`config.mk`:
```
export PLATFORM = sky130hd
export DESIGN_NAME = aos_angle_output_shaping
export DESIGN_NICKNAME = d
export VERILOG_FILES = /design/src/logic/aos_angle_output_shaping.v
export VERILOG_INCLUDE_DIRS = /design/src /design/src/common
export SDC_FILE = /design/constraint.sdc
export NUM_CORES = 2
export LEC_CHECK = 0
export BUFFER_PORTS_ARGS = -buffer_cell sky130_fd_sc_hd__buf_2
export CAP_MARGIN = 20
export CELL_PAD_IN_SITES_DETAIL_PLACEMENT = 2
export CELL_PAD_IN_SITES_GLOBAL_PLACEMENT = 2
export CORE_UTILIZATION = 44
export CTS_BUF_LIST = sky130_fd_sc_hd__clkbuf_8
export CTS_CLUSTER_SIZE = 8
export DETAILED_ROUTE_END_ITERATION = 16
export HOLD_SLACK_MARGIN = 0.06
export PLACE_DENSITY_LB_ADDON = 0.2
export SLEW_MARGIN = 30
export SYNTH_ARGS = -nofsm -noshare
export SYNTH_HDL_FRONTEND = slang
export SYNTH_SLANG_ARGS = --single-unit
```
`constraint.sdc`:
```
create_clock -name clock -period 36.8 [get_ports clock]
set_input_delay 3.68 -clock clock [delete_from_list [all_inputs] [get_ports clock]]
set_output_delay 3.68 -clock clock [all_outputs]
set_load 0.01 [all_outputs]
```
`src/common/aos_map.vh`:
```
// Register map, field positions and timing constants of the angle output shaping block
`ifndef AOS_MAP_VH
`define AOS_MAP_VH
// Register byte offsets
`define AOS_ANGLE_REFERENCE      8'h00
`define AOS_ANGLE_PRE_SHIFT      8'h04
`define AOS_OUTPUT_GAIN_FACTOR   8'h08
`define AOS_OUTPUT_SHIFT_VALUE   8'h0c
`define AOS_LOWER_LIMIT_LEVEL    8'h10
`define AOS_UPPER_LIMIT_LEVEL    8'h14
`define AOS_FIELD_LOW_THRESHOLD  8'h18
`define AOS_FIELD_HIGH_THRESHOLD 8'h1c
`define AOS_LOWPASS_CUTOFF_SEL   8'h20
`define AOS_SENSOR_CONFIG_WORD   8'h24
`define AOS_MODULO_SELECT        8'h28
`define AOS_STATUS               8'h2c
`define AOS_OUTPUT_VALUE         8'h30
`define AOS_SETPOINT_BASE        8'h40
// Number of linearization setpoints
`define AOS_NUM_SETPOINTS        33
`define AOS_SETPOINT_SPACING     1024
// Setup word fields
`define AOS_CFG_SELFTEST_CONT    14
`define AOS_CFG_COMM_FAST        13
`define AOS_CFG_DIGITAL_FORMAT   12
`define AOS_CFG_PULSE_RATE_HI    11
`define AOS_CFG_PULSE_RATE_LO    10
`define AOS_CFG_SHORT_HI         9
`define AOS_CFG_SHORT_LO         8
`define AOS_CFG_ERROR_BAND       7
`define AOS_CFG_BURN_IN          6
`define AOS_CFG_FUNC_NORMAL      5
`define AOS_CFG_PIN_COMM         4
`define AOS_CFG_OVERVOLT         3
`define AOS_CFG_DIAG_LATCH       2
`define AOS_CFG_DIAG_NOFORCE     1
`define AOS_CFG_LOCK             0
// Reset values
`define AOS_GAIN_RESET           16'h0400
`define AOS_UPPER_RESET          16'h7fff
`define AOS_FIELD_HIGH_RESET     16'h7fff
`define AOS_CONFIG_RESET         16'h0000
// Filter bypass code
`define AOS_LP_BYPASS            16'h0000
// Bit times of the pin protocol, in ns, and cycle counts at 40 MHz
`define AOS_CLK_PERIOD_NS        25
`define AOS_BIT_SLOW_NS          1000000
`define AOS_BIT_FAST_NS          250000
`define AOS_BIT_SLOW_CYC         (`AOS_BIT_SLOW_NS / `AOS_CLK_PERIOD_NS)
`define AOS_BIT_FAST_CYC         (`AOS_BIT_FAST_NS / `AOS_CLK_PERIOD_NS)
`endif

```
`src/logic/aos_angle_output_shaping.v`:
```
// Angle output shaping stage with AXI4-Lite register access
//
// What this block does
// - Angle reference register shifts the setpoint origin
// - Pre-shift register avoids path overflow
// - Signed gain, 1.0 maps full turn to full scale
// - Signed offset spanning minus to plus 200 percent
// - Output clamped between lower and upper levels
// - Field out of range forces high clamp
// - Two separate signed field thresholds
// - First-order low-pass, code selects cutoff
// - Modulo folding into 90 or 120 degree segments
// - 33-setpoint, 32-segment linear interpolation correction
// - Bit 14 selects continuous memory self-test
// - Bit 13 selects pin protocol bit time
// - Bit 12 selects PWM or SENT format
// - Bits 11:10 select the PWM frequency
// - Bits 9:8 control output short detection
// - Bit 7 error band, high when unlocked
// - Burn-in, functionality and pin communication bits
// - Bit 2 latches diagnosis until reset
// - Bit 1 decides error-band forcing on diagnosis; short hits in modes 1 and 2 force it regardless
// - Bit 0 locks customer memory
`include "aos_map.vh"
`default_nettype none
module aos_angle_output_shaping #(
  parameter integer BIT_SLOW_CYC = `AOS_BIT_SLOW_CYC,
  parameter integer BIT_FAST_CYC = `AOS_BIT_FAST_CYC
) (
  // Clock and reset
  input  wire        clock,
  input  wire        sys_rst,
  // AXI4-Lite write address
  input  wire [7:0]  s_axi_awaddr,
  input  wire        s_axi_awvalid,
  output wire        s_axi_awready,
  // AXI4-Lite write data
  input  wire [31:0] s_axi_wdata,
  input  wire [3:0]  s_axi_wstrb,
  input  wire        s_axi_wvalid,
  output wire        s_axi_wready,
  // AXI4-Lite write response
  output reg  [1:0]  s_axi_bresp,
  output reg         s_axi_bvalid,
  input  wire        s_axi_bready,
  // AXI4-Lite read address
  input  wire [7:0]  s_axi_araddr,
  input  wire        s_axi_arvalid,
  output wire        s_axi_arready,
  // AXI4-Lite read data
  output reg  [31:0] s_axi_rdata,
  output reg  [1:0]  s_axi_rresp,
  output reg         s_axi_rvalid,
  input  wire        s_axi_rready,
  // Sample input from the angle and magnitude path
  input  wire [15:0] angleIn,
  input  wire [15:0] fieldMagnitude,
  input  wire        sampleValid,
  // Diagnosis events from elsewhere in the sensor
  input  wire        diagEvent,
  input  wire        shortHighDetect,
  input  wire        shortLowDetect,
  // Shaped output and steering
  output reg  [15:0] outputValue,
  output reg         outputValid,
  output reg         fieldRangeError,
  output reg         diagFlag,
  output wire        errorBandLow,
  output wire        forceErrorBand,
  output wire        outputTristate,
  output wire        driveInvert,
  output wire        selfTestContinuous,
  output wire        digitalFormatSelect,
  output wire [1:0]  pulseRateSelect,
  output wire        burnInEnable,
  output wire        functionNormal,
  output wire        pinCommEnable,
  output wire        overvoltageDetect,
  output wire        memoryLocked,
  output wire [31:0] commBitCycles
);

  localparam NSP = `AOS_NUM_SETPOINTS;

  // Software-visible registers
  reg [15:0] angleReference;
  reg [15:0] anglePreShift;
  reg [15:0] outputGainFactor;
  reg [15:0] outputShiftValue;
  reg [15:0] lowerLimitLevel;
  reg [15:0] upperLimitLevel;
  reg [15:0] fieldLowThreshold;
  reg [15:0] fieldHighThreshold;
  reg [15:0] lowpassCutoffSelect;
  reg [15:0] sensorConfigWord;
  reg [1:0]  moduloSelect;
  reg [15:0] setpoint [0:NSP-1];

  // Write channel bookkeeping
  reg        awHeld;
  reg        wHeld;
  reg [7:0]  awAddr;
  reg [31:0] wData;
  reg [3:0]  wStrb;
  wire       doWrite = awHeld && wHeld && !s_axi_bvalid;
  wire       locked  = sensorConfigWord[`AOS_CFG_LOCK];

  assign s_axi_awready = !awHeld && !s_axi_bvalid;
  assign s_axi_wready  = !wHeld && !s_axi_bvalid;
  assign s_axi_arready = !s_axi_rvalid;

  // Byte-lane merge of a 16-bit register
  function [15:0] merge16;
    input [15:0] old;
    input [31:0] dat;
    input [3:0]  stb;
    begin
      merge16 = {stb[1] ? dat[15:8] : old[15:8], stb[0] ? dat[7:0] : old[7:0]};
    end
  endfunction

  wire isSetpoint = (awAddr >= `AOS_SETPOINT_BASE) && (awAddr < (`AOS_SETPOINT_BASE + 4 * NSP));
  wire [5:0] wIdx = awAddr[7:2] - 6'h10;
  wire writeMapped = (awAddr <= `AOS_MODULO_SELECT) || isSetpoint;

  // Address and data capture, then one write, then the response
  always @(posedge clock) begin
    if (sys_rst) begin
      awHeld <= 1'b0;
      wHeld <= 1'b0;
      awAddr <= 8'h00;
      wData <= 32'h00000000;
      wStrb <= 4'h0;
      s_axi_bvalid <= 1'b0;
      s_axi_bresp <= 2'h0;
    end else begin
      if (s_axi_awvalid && s_axi_awready) begin
        awHeld <= 1'b1;
        awAddr <= s_axi_awaddr;
      end
      if (s_axi_wvalid && s_axi_wready) begin
        wHeld <= 1'b1;
        wData <= s_axi_wdata;
        wStrb <= s_axi_wstrb;
      end
      if (doWrite) begin
        awHeld <= 1'b0;
        wHeld <= 1'b0;
        s_axi_bvalid <= 1'b1;
        // Locked memory refuses writes, slave error reported
        s_axi_bresp <= (!writeMapped || awAddr[1:0] != 2'h0) ? 2'h3 : (locked ? 2'h2 : 2'h0);
      end else if (s_axi_bvalid && s_axi_bready) begin
        s_axi_bvalid <= 1'b0;
      end
    end
  end

  wire wrOk = doWrite && !locked && awAddr[1:0] == 2'h0;

  // Configuration registers; reference and pre-shift start at zero
  always @(posedge clock) begin
    if (sys_rst) begin
      angleReference <= 16'h0000;
      anglePreShift <= 16'h0000;
      outputGainFactor <= `AOS_GAIN_RESET;
      outputShiftValue <= 16'h0000;
      lowerLimitLevel <= 16'h0000;
      upperLimitLevel <= `AOS_UPPER_RESET;
      fieldLowThreshold <= 16'h0000;
      fieldHighThreshold <= `AOS_FIELD_HIGH_RESET;
      lowpassCutoffSelect <= `AOS_LP_BYPASS;
      sensorConfigWord <= `AOS_CONFIG_RESET;
      moduloSelect <= 2'h0;
    end else if (wrOk) begin
      case (awAddr)
        `AOS_ANGLE_REFERENCE:      angleReference <= merge16(angleReference, wData, wStrb);
        `AOS_ANGLE_PRE_SHIFT:      anglePreShift <= merge16(anglePreShift, wData, wStrb);
        `AOS_OUTPUT_GAIN_FACTOR:   outputGainFactor <= merge16(outputGainFactor, wData, wStrb);
        `AOS_OUTPUT_SHIFT_VALUE:   outputShiftValue <= merge16(outputShiftValue, wData, wStrb);
        `AOS_LOWER_LIMIT_LEVEL:    lowerLimitLevel <= merge16(lowerLimitLevel, wData, wStrb);
        `AOS_UPPER_LIMIT_LEVEL:    upperLimitLevel <= merge16(upperLimitLevel, wData, wStrb);
        `AOS_FIELD_LOW_THRESHOLD:  fieldLowThreshold <= merge16(fieldLowThreshold, wData, wStrb);
        `AOS_FIELD_HIGH_THRESHOLD: fieldHighThreshold <= merge16(fieldHighThreshold, wData, wStrb);
        `AOS_LOWPASS_CUTOFF_SEL:   lowpassCutoffSelect <= merge16(lowpassCutoffSelect, wData, wStrb);
        `AOS_SENSOR_CONFIG_WORD:   sensorConfigWord <= merge16(sensorConfigWord, wData, wStrb) & 16'h7fff;
        `AOS_MODULO_SELECT:        moduloSelect <= wStrb[0] ? wData[1:0] : moduloSelect;
        default: ;
      endcase
    end
  end

  // Setpoint table, one flip-flop word per entry
  genvar g;
  generate
    for (g = 0; g < NSP; g = g + 1) begin : gSetpoint
      always @(posedge clock) begin
        if (sys_rst) begin
          setpoint[g] <= 16'h0000;
        end else if (wrOk && isSetpoint && wIdx == g) begin
          setpoint[g] <= merge16(setpoint[g], wData, wStrb);
        end
      end
    end
  endgenerate

  // Status word read back by software
  wire [15:0] statusWord = {12'h000, locked, diagFlag, fieldRangeError, outputValid};

  // Read decode, one cycle to answer
  reg [31:0] rdMux;
  reg        rdOk;
  wire [5:0] rIdx = s_axi_araddr[7:2] - 6'h10;
  always @* begin
    rdOk = (s_axi_araddr[1:0] == 2'h0);
    rdMux = 32'h00000000;
    case (s_axi_araddr)
      `AOS_ANGLE_REFERENCE:      rdMux = {16'h0000, angleReference};
      `AOS_ANGLE_PRE_SHIFT:      rdMux = {16'h0000, anglePreShift};
      `AOS_OUTPUT_GAIN_FACTOR:   rdMux = {16'h0000, outputGainFactor};
      `AOS_OUTPUT_SHIFT_VALUE:   rdMux = {16'h0000, outputShiftValue};
      `AOS_LOWER_LIMIT_LEVEL:    rdMux = {16'h0000, lowerLimitLevel};
      `AOS_UPPER_LIMIT_LEVEL:    rdMux = {16'h0000, upperLimitLevel};
      `AOS_FIELD_LOW_THRESHOLD:  rdMux = {16'h0000, fieldLowThreshold};
      `AOS_FIELD_HIGH_THRESHOLD: rdMux = {16'h0000, fieldHighThreshold};
      `AOS_LOWPASS_CUTOFF_SEL:   rdMux = {16'h0000, lowpassCutoffSelect};
      `AOS_SENSOR_CONFIG_WORD:   rdMux = {16'h0000, sensorConfigWord};
      `AOS_MODULO_SELECT:        rdMux = {30'h00000000, moduloSelect};
      `AOS_STATUS:               rdMux = {16'h0000, statusWord};
      `AOS_OUTPUT_VALUE:         rdMux = {16'h0000, outputValue};
      default: begin
        if (s_axi_araddr >= `AOS_SETPOINT_BASE && rIdx < NSP) begin
          rdMux = {16'h0000, setpoint[rIdx]};
        end else begin
          rdOk = 1'b0;
        end
      end
    endcase
  end

  always @(posedge clock) begin
    if (sys_rst) begin
      s_axi_rvalid <= 1'b0;
      s_axi_rdata <= 32'h00000000;
      s_axi_rresp <= 2'h0;
    end else if (s_axi_arvalid && s_axi_arready) begin
      s_axi_rvalid <= 1'b1;
      s_axi_rdata <= rdOk ? rdMux : 32'h00000000;
      s_axi_rresp <= rdOk ? 2'h0 : 2'h3;
    end else if (s_axi_rvalid && s_axi_rready) begin
      s_axi_rvalid <= 1'b0;
    end
  end

  // Stage 1: pre-shift, reference, modulo folding
  wire [15:0] shifted = angleIn + anglePreShift - angleReference;
  reg  [15:0] folded;
  reg  [15:0] foldBase;
  reg  [17:0] foldProd;
  always @* begin
    // Start of the 120 degree segment the angle sits in
    foldBase = 16'h0000;
    if (shifted >= 16'haaaa) begin
      foldBase = 16'haaaa;
    end else if (shifted >= 16'h5555) begin
      foldBase = 16'h5555;
    end
    // Stretch one segment back to a full turn; top bits are the wrap
    foldProd = (shifted - foldBase) * 2'd3;
    case (moduloSelect)
      2'h1: folded = {shifted[13:0], 2'h0}; // 90 degree segments rescaled
      2'h2: folded = foldProd[15:0];
      default: folded = shifted;
    endcase
  end

  // Gain in 6.10 fixed point (1024 = 1.0), offset in units of 1/16384 of full scale
  wire signed [32:0] scaled   = $signed({1'b0, folded}) * $signed(outputGainFactor);
  wire signed [32:0] offAdd   = $signed(outputShiftValue) <<< 1; // 32768 gives -200 percent
  wire signed [32:0] gained   = (scaled >>> 11) + offAdd;
  wire        [15:0] linIn    = gained < 0 ? 16'h0000 : gained > 33'sd32768 ? 16'h8000 : gained[15:0];

  // Segment pick and interpolation across 1024-wide steps
  wire [5:0]  seg    = linIn[15] ? 6'd31 : {1'b0, linIn[14:10]};
  wire [10:0] frac   = linIn[15] ? 11'd1024 : {1'b0, linIn[9:0]};
  wire signed [16:0] spA = $signed(setpoint[seg]);
  wire signed [16:0] spB = $signed(setpoint[seg + 6'd1]);
  wire signed [28:0] delta = (spB - spA) * $signed({1'b0, frac});
  wire signed [28:0] deltaStep = delta >>> 10;
  // Step never exceeds a 17-bit span, upper bits are sign only
  wire signed [16:0] linOut = spA + deltaStep[16:0];

  // First-order low-pass; shift amount from the cutoff code, zero bypasses
  wire [3:0] lpShift = lowpassCutoffSelect[3:0];
  reg  signed [31:0] filtAcc;
  wire signed [31:0] linWide = {{15{linOut[16]}}, linOut};
  wire signed [31:0] filtOut = filtAcc >>> lpShift;

  // Field range check against the two thresholds
  wire fieldBad = $signed(fieldMagnitude) < $signed(fieldLowThreshold) ||
                  $signed(fieldMagnitude) > $signed(fieldHighThreshold);

  // Clamp; field error overrides with the high clamp
  wire signed [31:0] lo = $signed({{16{lowerLimitLevel[15]}}, lowerLimitLevel});
  wire signed [31:0] hi = $signed({{16{upperLimitLevel[15]}}, upperLimitLevel});
  wire signed [31:0] pre = (lpShift == 4'h0) ? linWide : filtOut;
  wire [15:0] clamped = fieldBad ? upperLimitLevel : pre < lo ? lowerLimitLevel
                      : pre > hi ? upperLimitLevel : pre[15:0];

  // Output pipeline register and filter state
  always @(posedge clock) begin
    if (sys_rst) begin
      filtAcc <= 32'sd0;
      outputValue <= 16'h0000;
      outputValid <= 1'b0;
      fieldRangeError <= 1'b0;
    end else begin
      outputValid <= sampleValid;
      if (sampleValid) begin
        // Accumulator holds output scaled by 2^shift, so no precision is lost
        filtAcc <= filtAcc + linWide - filtOut;
        outputValue <= clamped;
        fieldRangeError <= fieldBad;
      end
    end
  end

  // Diagnosis flag, latched until reset when asked to; set beats release
  always @(posedge clock) begin
    if (sys_rst) begin
      diagFlag <= 1'b0;
    end else if (diagEvent || (sampleValid && fieldBad)) begin
      diagFlag <= 1'b1;
    end else if (!sensorConfigWord[`AOS_CFG_DIAG_LATCH]) begin
      diagFlag <= 1'b0;
    end
  end

  // Short detection steering by mode
  wire [1:0] shortMode = sensorConfigWord[`AOS_CFG_SHORT_HI:`AOS_CFG_SHORT_LO];
  wire shortHit = (shortMode == 2'h3) ? shortLowDetect
                : (shortMode != 2'h0) && (shortHighDetect || shortLowDetect);
  assign outputTristate = (shortMode == 2'h3) && shortLowDetect;
  assign driveInvert    = (shortMode == 2'h2);

  // Unlocked parts always use the high band
  assign errorBandLow   = locked && sensorConfigWord[`AOS_CFG_ERROR_BAND];
  assign forceErrorBand = (diagFlag && !sensorConfigWord[`AOS_CFG_DIAG_NOFORCE]) ||
                          ((shortMode == 2'h1 || shortMode == 2'h2) && shortHit);

  // Setup word decode to the rest of the sensor
  assign selfTestContinuous  = sensorConfigWord[`AOS_CFG_SELFTEST_CONT];
  assign commBitCycles       = sensorConfigWord[`AOS_CFG_COMM_FAST] ? BIT_FAST_CYC : BIT_SLOW_CYC;
  assign digitalFormatSelect = sensorConfigWord[`AOS_CFG_DIGITAL_FORMAT];
  assign pulseRateSelect     = sensorConfigWord[`AOS_CFG_PULSE_RATE_HI:`AOS_CFG_PULSE_RATE_LO];
  assign burnInEnable        = sensorConfigWord[`AOS_CFG_BURN_IN];
  assign functionNormal      = sensorConfigWord[`AOS_CFG_FUNC_NORMAL];
  assign pinCommEnable       = sensorConfigWord[`AOS_CFG_PIN_COMM];
  assign overvoltageDetect   = !sensorConfigWord[`AOS_CFG_OVERVOLT];
  assign memoryLocked        = locked;

endmodule // aos_angle_output_shaping
`default_nettype wire

```
==> results_dict.tcl <==
set metrics [dict create \
    grt_antenna_before_repair 19 \
    cts_tree "yes" \
    max_cap_violations 0 \
    period_needed_ns 34.86 \
    max_stage_delay_ns 0.66 \
    status "finished clean" \
    ys_ff_latch 789 \
    syn_avg_cell_area_um2 10.1 \
    ctsLongestPathBuffers 3 \
    drt_first_pass_iters 6 \
    wirelength_um 295000 \
    period_share_pct 94.7 \
    worst-slew-pin-transition_ns 1.11 \
    ios 200 \
    ys.flop_type "edfxtp_1" \
    report.final.slew_viol_count 0 \
    yosysTopAreaCellShare_pct 22.7 \
    n_fill_cell 16200 \
    overflow 0 \
    largestRegisters "setpoint x528, filtAcc x32" \
    grt_pass1_wl_um 432000 \
    seq_area_frac_synth_pct 30.1 \
    crit_path_max_fanout 16 \
    largest-register "setpoint" \
    hpwl_um 218000 \
    finalSetupTns_ns 0 \
    clkSinkCount 789 \
    setup_viol 0 \
    initial_utilization_pct 44.5 \
    drtIter0Drc 6205 \
    synth_top_cell_by_area "edfxtp_1" \
    critical_path_class "in2reg" \
    via_count 58900 \
    ant_nets 0 \
    hp-class "reg2reg" \
    root_buffer "clkbuf_8" \
    hold_viol 0 \
    fmax_mhz 28.7 \
    cts_max_level 4 \
    die-area_um2 161000 \
    grt_max_degree 143 \
    drcViolationCount 0 \
    arrival_ns 35.62 \
    fin_nets 7862 \
    vias_per_cell 6.45 \
    largest_register_ffs 528 \
    slew_headroom_pct 25.8 \
    critPathTopFamily "compound AO/OA/AOI/OAI gates" \
    cts_buffers 152 \
    io_buffer_count 141 \
    start_kind "input pin" \
    synth_async_sr_flop_share_pct 0 \
    core-area_um2 157000 \
    crit_slowest_cell "or4b_4" \
    place.gp.congestion 0.949 \
    routedWlPerCell_um 32.3 \
    path_buf_inv 22 \
    ys_warn_count 0 \
    globalRouteTotalUtil_pct 36.3 \
    drive_above_1_share_pct 15.0 \
    first_global_vias 63900 \
    die_w_um 401 \
    skew_ns 0.0681 \
    die_h_um 401 \
    netlist_area_um2 70000 \
    clk_latency_ns 0.94 \
    cp-end-kind "flip-flop" \
    synth_area_leaders "edfxtp_1 23%, fa_1 12%, mux4_2 11%" \
    syn-instance-count 6930 \
    rows 145 \
    required_ns 37.57 \
    hold_buffers 0 \
    clk_pin_slew_ns 0.06 \
    synth.distinct_cells 96 \
    area_growth_pct 8.90 \
    synth_enable_flop_cells 528 \
]
-- area by class of cell --
type                            instances  area (um2)  area share (%)
Sequential cell                       789       21100            27.7
Clock inverter                        109         604           0.793
Timing Repair Buffer                  302        2110            2.77
Antenna cell                           10        25.0          0.0328
Clock buffer                          166        2280            3.00
Tap cell                             2058        2570            3.38
Inverter                              749        2820            3.70
Multi-Input combinational cell       4959       44700            58.6
-- path summary, 6_finish.rpt --
check                                       start              to  slack [ns]  cells after the start
worst max-delay path                   angleIn[2]  outputValue[0]        1.94                    144
worst min-delay path               s_axi_rdata[4]  s_axi_rdata[4]        0.46                      2
worst max register to register  angleReference[1]  outputValue[0]        3.99                    144
worst min register to register     s_axi_rdata[4]  s_axi_rdata[4]        0.46                      2
-- layer usage --
metal | track usage (%) | vias up | wire (um)
li1 | - | 24300 | -
met1 | 47.1 | 30800 | 117000
met5 | 0 | - | 190
met4 | 15.8 | 14 | 13400
met2 | 57.2 | 3044 | 135000
met3 | 9.53 | 738 | 29600
-- worst register-to-register path, delay by kind of cell (launching register included) --
family / cells / cell delay, ns
and+or+nand+nor: 23 / 3.60
buffers and inverters: 22 / 3.11
adders and majority gates: 22 / 9.64
xor gates and xnor gates: 10 / 1.71
muxes: 3 / 1.05
DFF: 1 / 0.67
AOI/OAI and AO/OA: 64 / 12.89
-- Yosys cell counts (all sizes together), types with 36 or more instances --
cell type and n:
inv 748, and2 665, nand2 564, edfxtp 528, nor2 503, ha 409, fa 405, mux4 339
clkbuf 322, mux2i 311, a21oi 290, dfxtp 261, o21ai 186, buf 149, a221oi 138, a22oi 109
xnor2 101, or2 81, nor3 64, xor2 63, a21o 56, nor2b 54, nand2b 50, nand3 47
nand4 41, and3 37, a211o 36
-- metrics by stage --
stage                     utilization, %  setup WS [ns]  cells  area, um2  hold WS, ns
after detailed placement            46.5         -0.965   8855      73000        0.448
after global routing                48.5       -0.00959   9134      76200        0.484
final                               48.5           1.94   9142      76200        0.459
after floorplan                        -           3.64   6968      70100        0.440
after global placement              46.4          0.739   8855      73000        0.438
after CTS                           48.3         0.0305   9130      75900        0.462
-- cells by family after synthesis --
kind of cell	share of synthesized area, %
fa+ha+maj	18.9
flops	30.1
buf+inv	6.91
compound gates	10.8
mux	15.8
other cells	0.0107
simple gates	15.4
xor+xnor	2.10
-- cell usage in the layout, fill, tap and decap left out, drive strengths merged, types with 300 or more instances in the layout --
| cell | netlist | routed |
|---|---|---|
| buf | 149 | 300 |
| inv | 748 | 804 |
| mux2i | 311 | 311 |
| nand2 | 564 | 564 |
| ha | 409 | 409 |
| mux4 | 339 | 339 |
| and2 | 665 | 665 |
| fa | 405 | 405 |
| edfxtp | 528 | 528 |
| nor2 | 503 | 503 |
-- what timing repair did --
| item | CTS | global route |
|---|---|---|
| gates resized for setup | 3 | 39 |
| cloned | 0 | 1 |
| buffers inserted | 0 | 1 |
| endpoints found under the setup margin | 13 | 33 |
| pin swaps | 0 | 4 |
Power is left out: the tool's default activity adds up to more than one toggle a clock period on the data nets, which glitch-free logic cannot reach.
